==> src/verilog/pmc_pkg.sv <==
// Constants shared by the power-management capability register bank
package pmc_pkg;

  // Register byte offsets on the configuration port
  localparam logic [7:0] PMC_CAP_ADDR = 8'ha2;
  localparam logic [7:0] PMC_CTL_ADDR = 8'ha4;

  // Capability register reset value and field positions
  localparam logic [15:0] PMC_CAP_RESET = 16'hfe21;
  localparam int PMC_CAP_COLD_BIT = 15;
  localparam int PMC_CAP_MASK_HI = 14;
  localparam int PMC_CAP_MASK_LO = 11;
  localparam int PMC_CAP_D2_BIT = 10;
  localparam int PMC_CAP_D1_BIT = 9;
  localparam int PMC_CAP_RSVD_HI = 8;
  localparam int PMC_CAP_RSVD_LO = 6;
  localparam int PMC_CAP_INIT_BIT = 5;
  localparam int PMC_CAP_AUX_BIT = 4;
  localparam int PMC_CAP_CLK_BIT = 3;
  localparam int PMC_CAP_VER_HI = 2;

  // Fixed field values of the capability register
  localparam logic [3:0] PMC_CAP_MASK_FIXED = 4'hf;
  localparam logic [2:0] PMC_CAP_RSVD_VAL = 3'h0;
  localparam logic PMC_CAP_D2_VAL = 1'b1;
  localparam logic PMC_CAP_D1_VAL = 1'b1;
  localparam logic PMC_CAP_INIT_VAL = 1'b1;
  localparam logic PMC_CAP_AUX_VAL = 1'b0;
  localparam logic PMC_CAP_CLK_VAL = 1'b0;
  localparam logic [2:0] PMC_CAP_VER_VAL = 3'h1;
  localparam logic PMC_CAP_COLD_RESET = 1'b1;

  // Control and status register field positions and reset values
  localparam int PMC_CTL_STATUS_BIT = 15;
  localparam int PMC_CTL_ENABLE_BIT = 8;
  localparam int PMC_CTL_STATE_HI = 1;
  localparam logic PMC_CTL_ENABLE_RESET = 1'b0;
  localparam logic PMC_CTL_STATUS_RESET = 1'b0;

  // Number of wake-capability mask bits
  localparam int PMC_MASK_WIDTH = 5;

  // Power states as held in the control register
  typedef enum logic [1:0] {
    PMC_D0 = 2'b00,
    PMC_D1 = 2'b01,
    PMC_D2 = 2'b10,
    PMC_D3HOT = 2'b11
  } pmc_state_e;

endpackage : pmc_pkg

==> src/verilog/pmc_sticky_flag.sv <==
// Sticky status flag where a set beats a clear in the same cycle
`timescale 1ns/10ps
module pmc_sticky_flag
  import pmc_pkg::*;
(
  input wire logic clk,
  input wire logic reset,
  input wire logic setPulse,
  input wire logic clearPulse,
  output logic flag_q
);

  // Set wins so an event during a clear is never lost
  always_ff @(posedge clk)
  begin
    if (reset)
      flag_q <= PMC_CTL_STATUS_RESET;
    else if (setPulse)
      flag_q <= 1'b1;
    else if (clearPulse)
      flag_q <= 1'b0;
  end

endmodule : pmc_sticky_flag

==> src/verilog/pmc_wake_select.sv <==
// Picks the wake-capability mask bit for the present power state
`timescale 1ns/10ps
module pmc_wake_select
  import pmc_pkg::*;
(
  input wire logic [PMC_MASK_WIDTH-1:0] wakeStateMask,
  input wire pmc_state_e powerState,
  input wire logic coldState,
  output logic wakeAllowed
);

  // Mask order: bit 0 is D0 up to bit 4 for the cold state
  always_comb
  begin
    wakeAllowed = 1'b0;
    if (coldState)
      wakeAllowed = wakeStateMask[4];
    else
      case (powerState)
        PMC_D0: wakeAllowed = wakeStateMask[0];
        PMC_D1: wakeAllowed = wakeStateMask[1];
        PMC_D2: wakeAllowed = wakeStateMask[2];
        PMC_D3HOT: wakeAllowed = wakeStateMask[3];
        default: wakeAllowed = 1'b0;
      endcase
  end

endmodule : pmc_wake_select

==> src/verilog/pmc_capabilities.sv <==
// Power-management capability register bank with wake request gating
`timescale 1ns/10ps

// Summary of operation
// - Capability register at A2h resets FE21h
// - Bit 15 writable, resets 1, cold wake
// - Bits 14-11 read-only ones, hot to D0
// - Mask bit zero blocks wake in state
// - Bit 10 reads one, D2 supported
// - Bit 9 reads one, D1 supported
// - Bits 8-6 reserved, read zero
// - Bit 5 reads one, needs initialization
// - Bit 4 aux supply flag, read-only
// - Bit 3 reads zero, no clock needed
// - Bits 2-0 read version 001b
// - Wake request only while enable set
module pmc_capabilities
  import pmc_pkg::*;
(
  input wire logic clk,
  input wire logic reset,
  input wire logic [7:0] address,
  input wire logic [15:0] writeData,
  input wire logic writeStrobe,
  input wire logic readStrobe,
  output logic [15:0] readData_q,
  input wire logic wakeEvent,
  input wire logic coldState,
  output logic wakeRequest_q,
  output logic [1:0] powerState_q
);

  ////////////////////////////////////////////////////////////////////
  // Address decode

  logic capHit;
  logic ctlHit;
  logic capWrite;
  logic ctlWrite;

  // Exact byte-offset match; anything else is unmapped
  always_comb
  begin
    capHit = 1'b0;
    ctlHit = 1'b0;
    if (address == PMC_CAP_ADDR)
      capHit = 1'b1;
    else if (address == PMC_CTL_ADDR)
      ctlHit = 1'b1;
  end

  assign capWrite = writeStrobe && capHit;
  assign ctlWrite = writeStrobe && ctlHit;

  ////////////////////////////////////////////////////////////////////
  // Capability register

  logic coldWake_q;
  logic [14:0] capFixed;
  logic [15:0] capValue;

  // Only the cold-state wake bit is storage; firmware may withdraw it
  always_ff @(posedge clk)
  begin
    if (reset)
      coldWake_q <= PMC_CAP_COLD_RESET;
    else if (capWrite)
      coldWake_q <= writeData[PMC_CAP_COLD_BIT];
  end

  // Hard-wired lower fields; write data never reaches them
  assign capFixed = {
    PMC_CAP_MASK_FIXED,
    PMC_CAP_D2_VAL,
    PMC_CAP_D1_VAL,
    PMC_CAP_RSVD_VAL,
    PMC_CAP_INIT_VAL,
    PMC_CAP_AUX_VAL,
    PMC_CAP_CLK_VAL,
    PMC_CAP_VER_VAL
  };

  // Whole register as seen by software
  assign capValue = {coldWake_q, capFixed};

  ////////////////////////////////////////////////////////////////////
  // Control and status register

  logic wakeEnable_q;
  logic wakeStatus_q;
  logic wakeAllowed;
  logic [15:0] ctlValue;

  // Enable bit for driving the wake request
  always_ff @(posedge clk)
  begin
    if (reset)
      wakeEnable_q <= PMC_CTL_ENABLE_RESET;
    else if (ctlWrite)
      wakeEnable_q <= writeData[PMC_CTL_ENABLE_BIT];
  end

  // Power state field steers which mask bit applies
  always_ff @(posedge clk)
  begin
    if (reset)
      powerState_q <= PMC_D0;
    else if (ctlWrite)
      powerState_q <= writeData[PMC_CTL_STATE_HI:0];
  end

  // Mask of states from which wake may be raised
  pmc_wake_select u_select (
    .wakeStateMask({coldWake_q, capFixed[PMC_CAP_MASK_HI:PMC_CAP_MASK_LO]}),
    .powerState(pmc_state_e'(powerState_q)),
    .coldState(coldState),
    .wakeAllowed(wakeAllowed)
  );

  // Status sets on an allowed event regardless of enable
  pmc_sticky_flag u_status (
    .clk(clk),
    .reset(reset),
    .setPulse(wakeEvent && wakeAllowed),
    .clearPulse(ctlWrite && writeData[PMC_CTL_STATUS_BIT]),
    .flag_q(wakeStatus_q)
  );

  // Read view: status, enable, state, rest zero
  always_comb
  begin
    ctlValue = 16'h0000;
    ctlValue[PMC_CTL_STATUS_BIT] = wakeStatus_q;
    ctlValue[PMC_CTL_ENABLE_BIT] = wakeEnable_q;
    ctlValue[PMC_CTL_STATE_HI:0] = powerState_q;
  end

  ////////////////////////////////////////////////////////////////////
  // Wake request output

  // Registered so the pin never glitches on decode changes
  always_ff @(posedge clk)
  begin
    if (reset)
      wakeRequest_q <= 1'b0;
    else
      wakeRequest_q <= wakeStatus_q && wakeEnable_q && wakeAllowed;
  end

  ////////////////////////////////////////////////////////////////////
  // Read data

  // Data stand only in the cycle after the strobe; zero otherwise
  always_ff @(posedge clk)
  begin
    if (reset)
      readData_q <= 16'h0000;
    else if (readStrobe && capHit)
      readData_q <= capValue;
    else if (readStrobe && ctlHit)
      readData_q <= ctlValue;
    else
      readData_q <= 16'h0000;
  end

  ////////////////////////////////////////////////////////////////////
  // Assertions

  capValue_a: assert property (
    @(posedge clk) disable iff (reset)
    readStrobe && capHit |=> readData_q == {$past(coldWake_q), 15'h7e21})
    else $error("capability read value wrong");

  resetValue_a: assert property (
    @(posedge clk)
    $fell(reset) && !writeStrobe |-> capValue == PMC_CAP_RESET)
    else $error("capability reset value wrong");

  coldWrite_a: assert property (
    @(posedge clk) disable iff (reset)
    capWrite |=> coldWake_q == $past(writeData[PMC_CAP_COLD_BIT]))
    else $error("cold wake bit not written");

  maskBits_a: assert property (
    @(posedge clk) disable iff (reset)
    readStrobe && capHit |=> readData_q[14:11] == 4'hf)
    else $error("wake mask bits not all one");

  maskBlock_a: assert property (
    @(posedge clk) disable iff (reset)
    coldState && !coldWake_q && !wakeStatus_q ##1 coldState && !coldWake_q
    |=> !wakeRequest_q)
    else $error("wake raised from masked state");

  stateTwo_a: assert property (
    @(posedge clk) disable iff (reset)
    readStrobe && capHit |=> readData_q[10])
    else $error("state two flag not one");

  stateOne_a: assert property (
    @(posedge clk) disable iff (reset)
    readStrobe && capHit |=> readData_q[9])
    else $error("state one flag not one");

  reserved_a: assert property (
    @(posedge clk) disable iff (reset)
    readStrobe && capHit |=> readData_q[8:6] == 3'h0)
    else $error("reserved bits not zero");

  initFlag_a: assert property (
    @(posedge clk) disable iff (reset)
    readStrobe && capHit |=> readData_q[5])
    else $error("initialization flag not one");

  auxFlag_a: assert property (
    @(posedge clk) disable iff (reset)
    readStrobe && capHit |=> readData_q[4] == 1'b0)
    else $error("aux supply flag changed");

  wakeClock_a: assert property (
    @(posedge clk) disable iff (reset)
    readStrobe && capHit |=> !readData_q[3])
    else $error("wake clock flag not zero");

  version_a: assert property (
    @(posedge clk) disable iff (reset)
    readStrobe && capHit |=> readData_q[2:0] == 3'b001)
    else $error("version field wrong");

  wakeGate_a: assert property (
    @(posedge clk) disable iff (reset)
    !wakeEnable_q |=> !wakeRequest_q)
    else $error("wake request without enable");

  wakeRaise_a: assert property (
    @(posedge clk) disable iff (reset)
    wakeStatus_q && wakeEnable_q && wakeAllowed |=> wakeRequest_q)
    else $error("wake request not raised");

  fixedHold_a: assert property (
    @(posedge clk) disable iff (reset)
    capWrite ##1 (readStrobe && capHit) |=> readData_q[14:0] == 15'h7e21)
    else $error("read-only bits changed by write");

  setWins_a: assert property (
    @(posedge clk) disable iff (reset)
    wakeEvent && wakeAllowed && ctlWrite |=> wakeStatus_q)
    else $error("wake event lost during clear");

  readOnce_a: assert property (
    @(posedge clk) disable iff (reset)
    !readStrobe |=> readData_q == 16'h0000)
    else $error("read data outside its cycle");

  ////////////////////////////////////////////////////////////////////
  // Read decode and reset checks

  ctlRead_a: assert property (
    @(posedge clk) disable iff (reset)
    readStrobe && ctlHit |=> readData_q == {$past(wakeStatus_q), 6'h00,
      $past(wakeEnable_q), 6'h00, $past(powerState_q)})
    else $error("control read value wrong");

  unmappedRead_a: assert property (
    @(posedge clk) disable iff (reset)
    readStrobe && !capHit && !ctlHit |=> readData_q == 16'h0000)
    else $error("unmapped read not zero");

  resetOut_a: assert property (
    @(posedge clk)
    reset |=> readData_q == 16'h0000 && !wakeRequest_q && powerState_q == 2'b00)
    else $error("outputs not at reset values");

  resetState_a: assert property (
    @(posedge clk)
    reset |=> coldWake_q && !wakeEnable_q && !wakeStatus_q)
    else $error("register state not at reset values");

  ////////////////////////////////////////////////////////////////////
  // Register storage checks

  coldHold_a: assert property (
    @(posedge clk) disable iff (reset)
    !capWrite |=> $stable(coldWake_q))
    else $error("cold wake bit changed without write");

  enableWrite_a: assert property (
    @(posedge clk) disable iff (reset)
    ctlWrite |=> wakeEnable_q == $past(writeData[PMC_CTL_ENABLE_BIT]))
    else $error("enable bit not written");

  enableHold_a: assert property (
    @(posedge clk) disable iff (reset)
    !ctlWrite |=> $stable(wakeEnable_q))
    else $error("enable bit changed without write");

  stateWrite_a: assert property (
    @(posedge clk) disable iff (reset)
    ctlWrite |=> powerState_q == $past(writeData[PMC_CTL_STATE_HI:0]))
    else $error("power state not written");

  stateHold_a: assert property (
    @(posedge clk) disable iff (reset)
    !ctlWrite |=> $stable(powerState_q))
    else $error("power state changed without write");

  writeIgnore_a: assert property (
    @(posedge clk) disable iff (reset)
    writeStrobe && !capHit && !ctlHit |=>
      $stable(coldWake_q) && $stable(wakeEnable_q) && $stable(powerState_q))
    else $error("unmapped write changed a register");

  ////////////////////////////////////////////////////////////////////
  // Status and wake checks

  coldMask_a: assert property (
    @(posedge clk) disable iff (reset)
    coldState |-> wakeAllowed == coldWake_q)
    else $error("cold state mask bit not applied");

  hotMask_a: assert property (
    @(posedge clk) disable iff (reset)
    !coldState |-> wakeAllowed)
    else $error("wake blocked in a supported state");

  statusSet_a: assert property (
    @(posedge clk) disable iff (reset)
    wakeEvent && wakeAllowed |=> wakeStatus_q)
    else $error("allowed wake event not latched");

  statusBlock_a: assert property (
    @(posedge clk) disable iff (reset)
    !wakeStatus_q && !(wakeEvent && wakeAllowed) |=> !wakeStatus_q)
    else $error("status set without allowed event");

  statusKeep_a: assert property (
    @(posedge clk) disable iff (reset)
    wakeStatus_q && !(ctlWrite && writeData[PMC_CTL_STATUS_BIT]) |=> wakeStatus_q)
    else $error("status lost without clear");

  statusClear_a: assert property (
    @(posedge clk) disable iff (reset)
    ctlWrite && writeData[PMC_CTL_STATUS_BIT] && !(wakeEvent && wakeAllowed)
    |=> !wakeStatus_q)
    else $error("status not cleared by write");

  requestDrop_a: assert property (
    @(posedge clk) disable iff (reset)
    !wakeStatus_q |=> !wakeRequest_q)
    else $error("wake request without status");

endmodule : pmc_capabilities

==> config.mk <==
export PLATFORM = sky130hd
export DESIGN_NAME = pmc_capabilities
export DESIGN_NICKNAME = d
export VERILOG_FILES = /design/src/verilog/pmc_pkg.sv /design/src/verilog/pmc_sticky_flag.sv /design/src/verilog/pmc_wake_select.sv /design/src/verilog/pmc_capabilities.sv
export SDC_FILE = /design/constraint.sdc
export NUM_CORES = 1
export LEC_CHECK = 0
export BUFFER_PORTS_ARGS = -buffer_cell sky130_fd_sc_hd__buf_2
export CAP_MARGIN = 15
export CORE_MARGIN = 2
export CORE_UTILIZATION = 33
export DETAILED_ROUTE_END_ITERATION = 8
export PLACE_DENSITY = 0.75
export SETUP_SLACK_MARGIN = 0.5
export SLEW_MARGIN = 25
export SYNTH_ARGS = -nofsm -noshare
export SYNTH_HDL_FRONTEND = slang
export SYNTH_SLANG_ARGS = --single-unit
==> constraint.sdc <==
create_clock -name clk -period 1.1 [get_ports clk]
set_input_delay 0.22 -clock clk [delete_from_list [all_inputs] [get_ports clk]]
set_output_delay 0.22 -clock clk [all_outputs]
set_load 0.05 [all_outputs]
==> metrics <==
Synth Area in Simple Gates 34.7%; XOR/XNOR Fraction of Synth Area 0%; Post-synth EDFFs 0; Port Buffers 31; largest net degree at the start of global routing 11; worst-path cell chain buf_6; register area share after synthesis 36.6%; fin area 0.00102 mm2; commonest register cell after synthesis dfxtp_1; max-cap viol count 0; total track usage 13.1%; DR vias/cell 4.31; die area 0.00218 mm2; RSZ-0062 raised after global routing yes; first-pass GRT wire length 1.88 mm; Starting Density 34.9%; status finished clean; synth unique cells 22; worst clock skew 0.000321 ns; final WL 1.41 mm; Worst Setup Path Type flip-flop to output port; HP Class input port to flip-flop; CP required 0.88 ns; vias 521; fmax 941 MHz; share of layout cells above drive strength 1 71.9%; DRT Pass-1 Iters 2; Net Sw Frac 27.2%; Yosys reg bits 11; worst skew pair latency 0.26 ns; CP Data Arrival Time 0.84 ns; largest family of logic cells by synthesized area simple AND/OR/NAND/NOR gates; CTS root buffer clkbuf_4; Power, Total 817 uW; Synth Area per Inst 10.0 um2; Overflow after GRT 0; Int Pwr 595 uW; Synth area leaders dfxtp_1 (37%), buf_4 (14%), or2b_2 (8.7%); Slowest-stage cell, CP dfxtp_4; Nets 127; Synth Cell Area 602 um2; Critical Path Fanout Max 7; Period minus WS final 1.06 ns; PD cells 802 mW/mm2; Yosys top cell by area dfxtp_1; Worst VDD drop 0.000427 V; clock slew at reported path FFs 0.07 ns; Crit. End Element output port; Synth Area in Compound Gates 5.20%; Final Util 59.0%; Bufs and invs on worst path 1; Synth top area share 36.6%; Synth Area in Adders 0%; antenna violations before repair 0; Switch Pwr 222 uW; area grow syn2layout 69.2%; TritonCTS Buffers 3; Logic pwr share 18.8%; placed inst area 766 um2; chip width 46.7 um; Clk network pwr share 33.0%; total core area 0.00173 mm2; final hold violations 0; Critical Path Max Stage Delay 0.41 ns; number of routed nets with antenna violations 0; Final Max Tran Viols 0; CTS Buffer Depth 2; CTS tree done; Startpoint Class flip-flop; ys async rst share 0%; I/O pin count 49; antenna cells 0; Setup TNS 0 ns; routed len/inst 11.7 um; CTS Hold Bufs 0; clk sinks 11; Cell Rows 15; vias in the first global route 450; Mapped Cells 60; setup violators final 0; Post-synth top cells buf_4 (11), dfxtp_1 (11), or2b_2 (6); H-tree levels 1; Die H 46.7 um; number of synthesis warnings 0; P_leak 0.451 nW; Placer Congestion 0.699; DRC 0; Flop pwr share 48.2%; mux contribution to synthesized area 6.65%; Final Cycle Share 96.7%; critical path's top delay family flip-flops; DRT iter0 DRCs 1
-- cells by family after synthesis --
| kind of cell | after synthesis |
|---|---|
| other | 1 |
| AND/OR/NAND/NOR | 27 |
| AO/OA/AOI/OAI | 4 |
| multiplexers | 4 |
| flip-flops | 11 |
| buffers and inverters | 13 |
-- metrics by stage --
stage               hold slack (ns)  worst slack [ns]  std cells
finish                        0.191            0.0368        121
global route                  0.184          -0.00159        121
CTS                           0.167            0.0322        119
detailed placement            0.446            -0.180        112
global placement              0.439            -0.167        112
floorplan                     0.326           -0.0388         64
-- sequential cells by signal, summed over array words and instances, names as in the netlist --
register,flops
u_status.flag_q,1
wakeRequest_q,1
coldWake_q,1
wakeEnable_q,1
readData_q,5
powerState_q,2
-- repair_timing --
action                                  CTS  global route
endpoints found under the setup margin   25            25
hold endpoints to repair                  0             0
resized for setup                        46             3
pin swaps                                 0             4
buffers inserted                          3             2
-- area by class of cell --
class                      instances  area [um2]
clock buffer                       4        26.3
fill                             142         708
tap                               25        31.3
inverter                           1        3.75
multi-input combinational         40         344
sequential                        11         241
timing repair buffer              40         372
-- routing by layer --
metal	up-vias	global-route usage [%]	part of all wire (%)	wire [um]
li1	259	-	-	-
met1	238	12.1	37	516
met2	22	23.9	57	805
met3	2	5.10	5.5	78
met4	0	8.33	0.85	12
met5	-	0	0	0
-- layout by cell type, fill, tap and decap left out, drive strengths merged, types with 2 or more instances in the layout --
master / instances
nand2b: 3
clkbuf: 4
nor2: 4
or2b: 6
and3: 2
nor4: 2
nand2: 3
buf: 40
mux2i: 4
conb: 5
dfxtp: 11
a21oi: 3
nand3: 2
-- power by group through the flow --
stage	combinational [mW]	sequential (mW)	clock [mW]
2_1_floorplan	0.0908	0.406	0
3_3_place_gp	0.122	0.405	0
3_5_place_dp	0.124	0.405	0
4_1_cts	0.136	0.394	0.277
5_1_grt	0.163	0.394	0.294
6_report	0.153	0.394	0.270
-- path summary, 6_finish.rpt --
path                                   to  cells past startpoint                         start  slack (ns)
max reg2reg  powerState_q[1]$_SDFFE_PP0P_                      3  powerState_q[1]$_SDFFE_PP0P_        0.18
min          u_status.flag_q$_SDFFE_PP0P_                      2                 writeData[15]        0.19
min reg2reg      wakeRequest_q$_SDFF_PP0_                      2     wakeEnable_q$_SDFFE_PP0P_        0.46
max                        readData_q[13]                      1     readData_q[14]$_SDFF_PP0_        0.04
No activity file was read; power rests on OpenSTA's default activity.
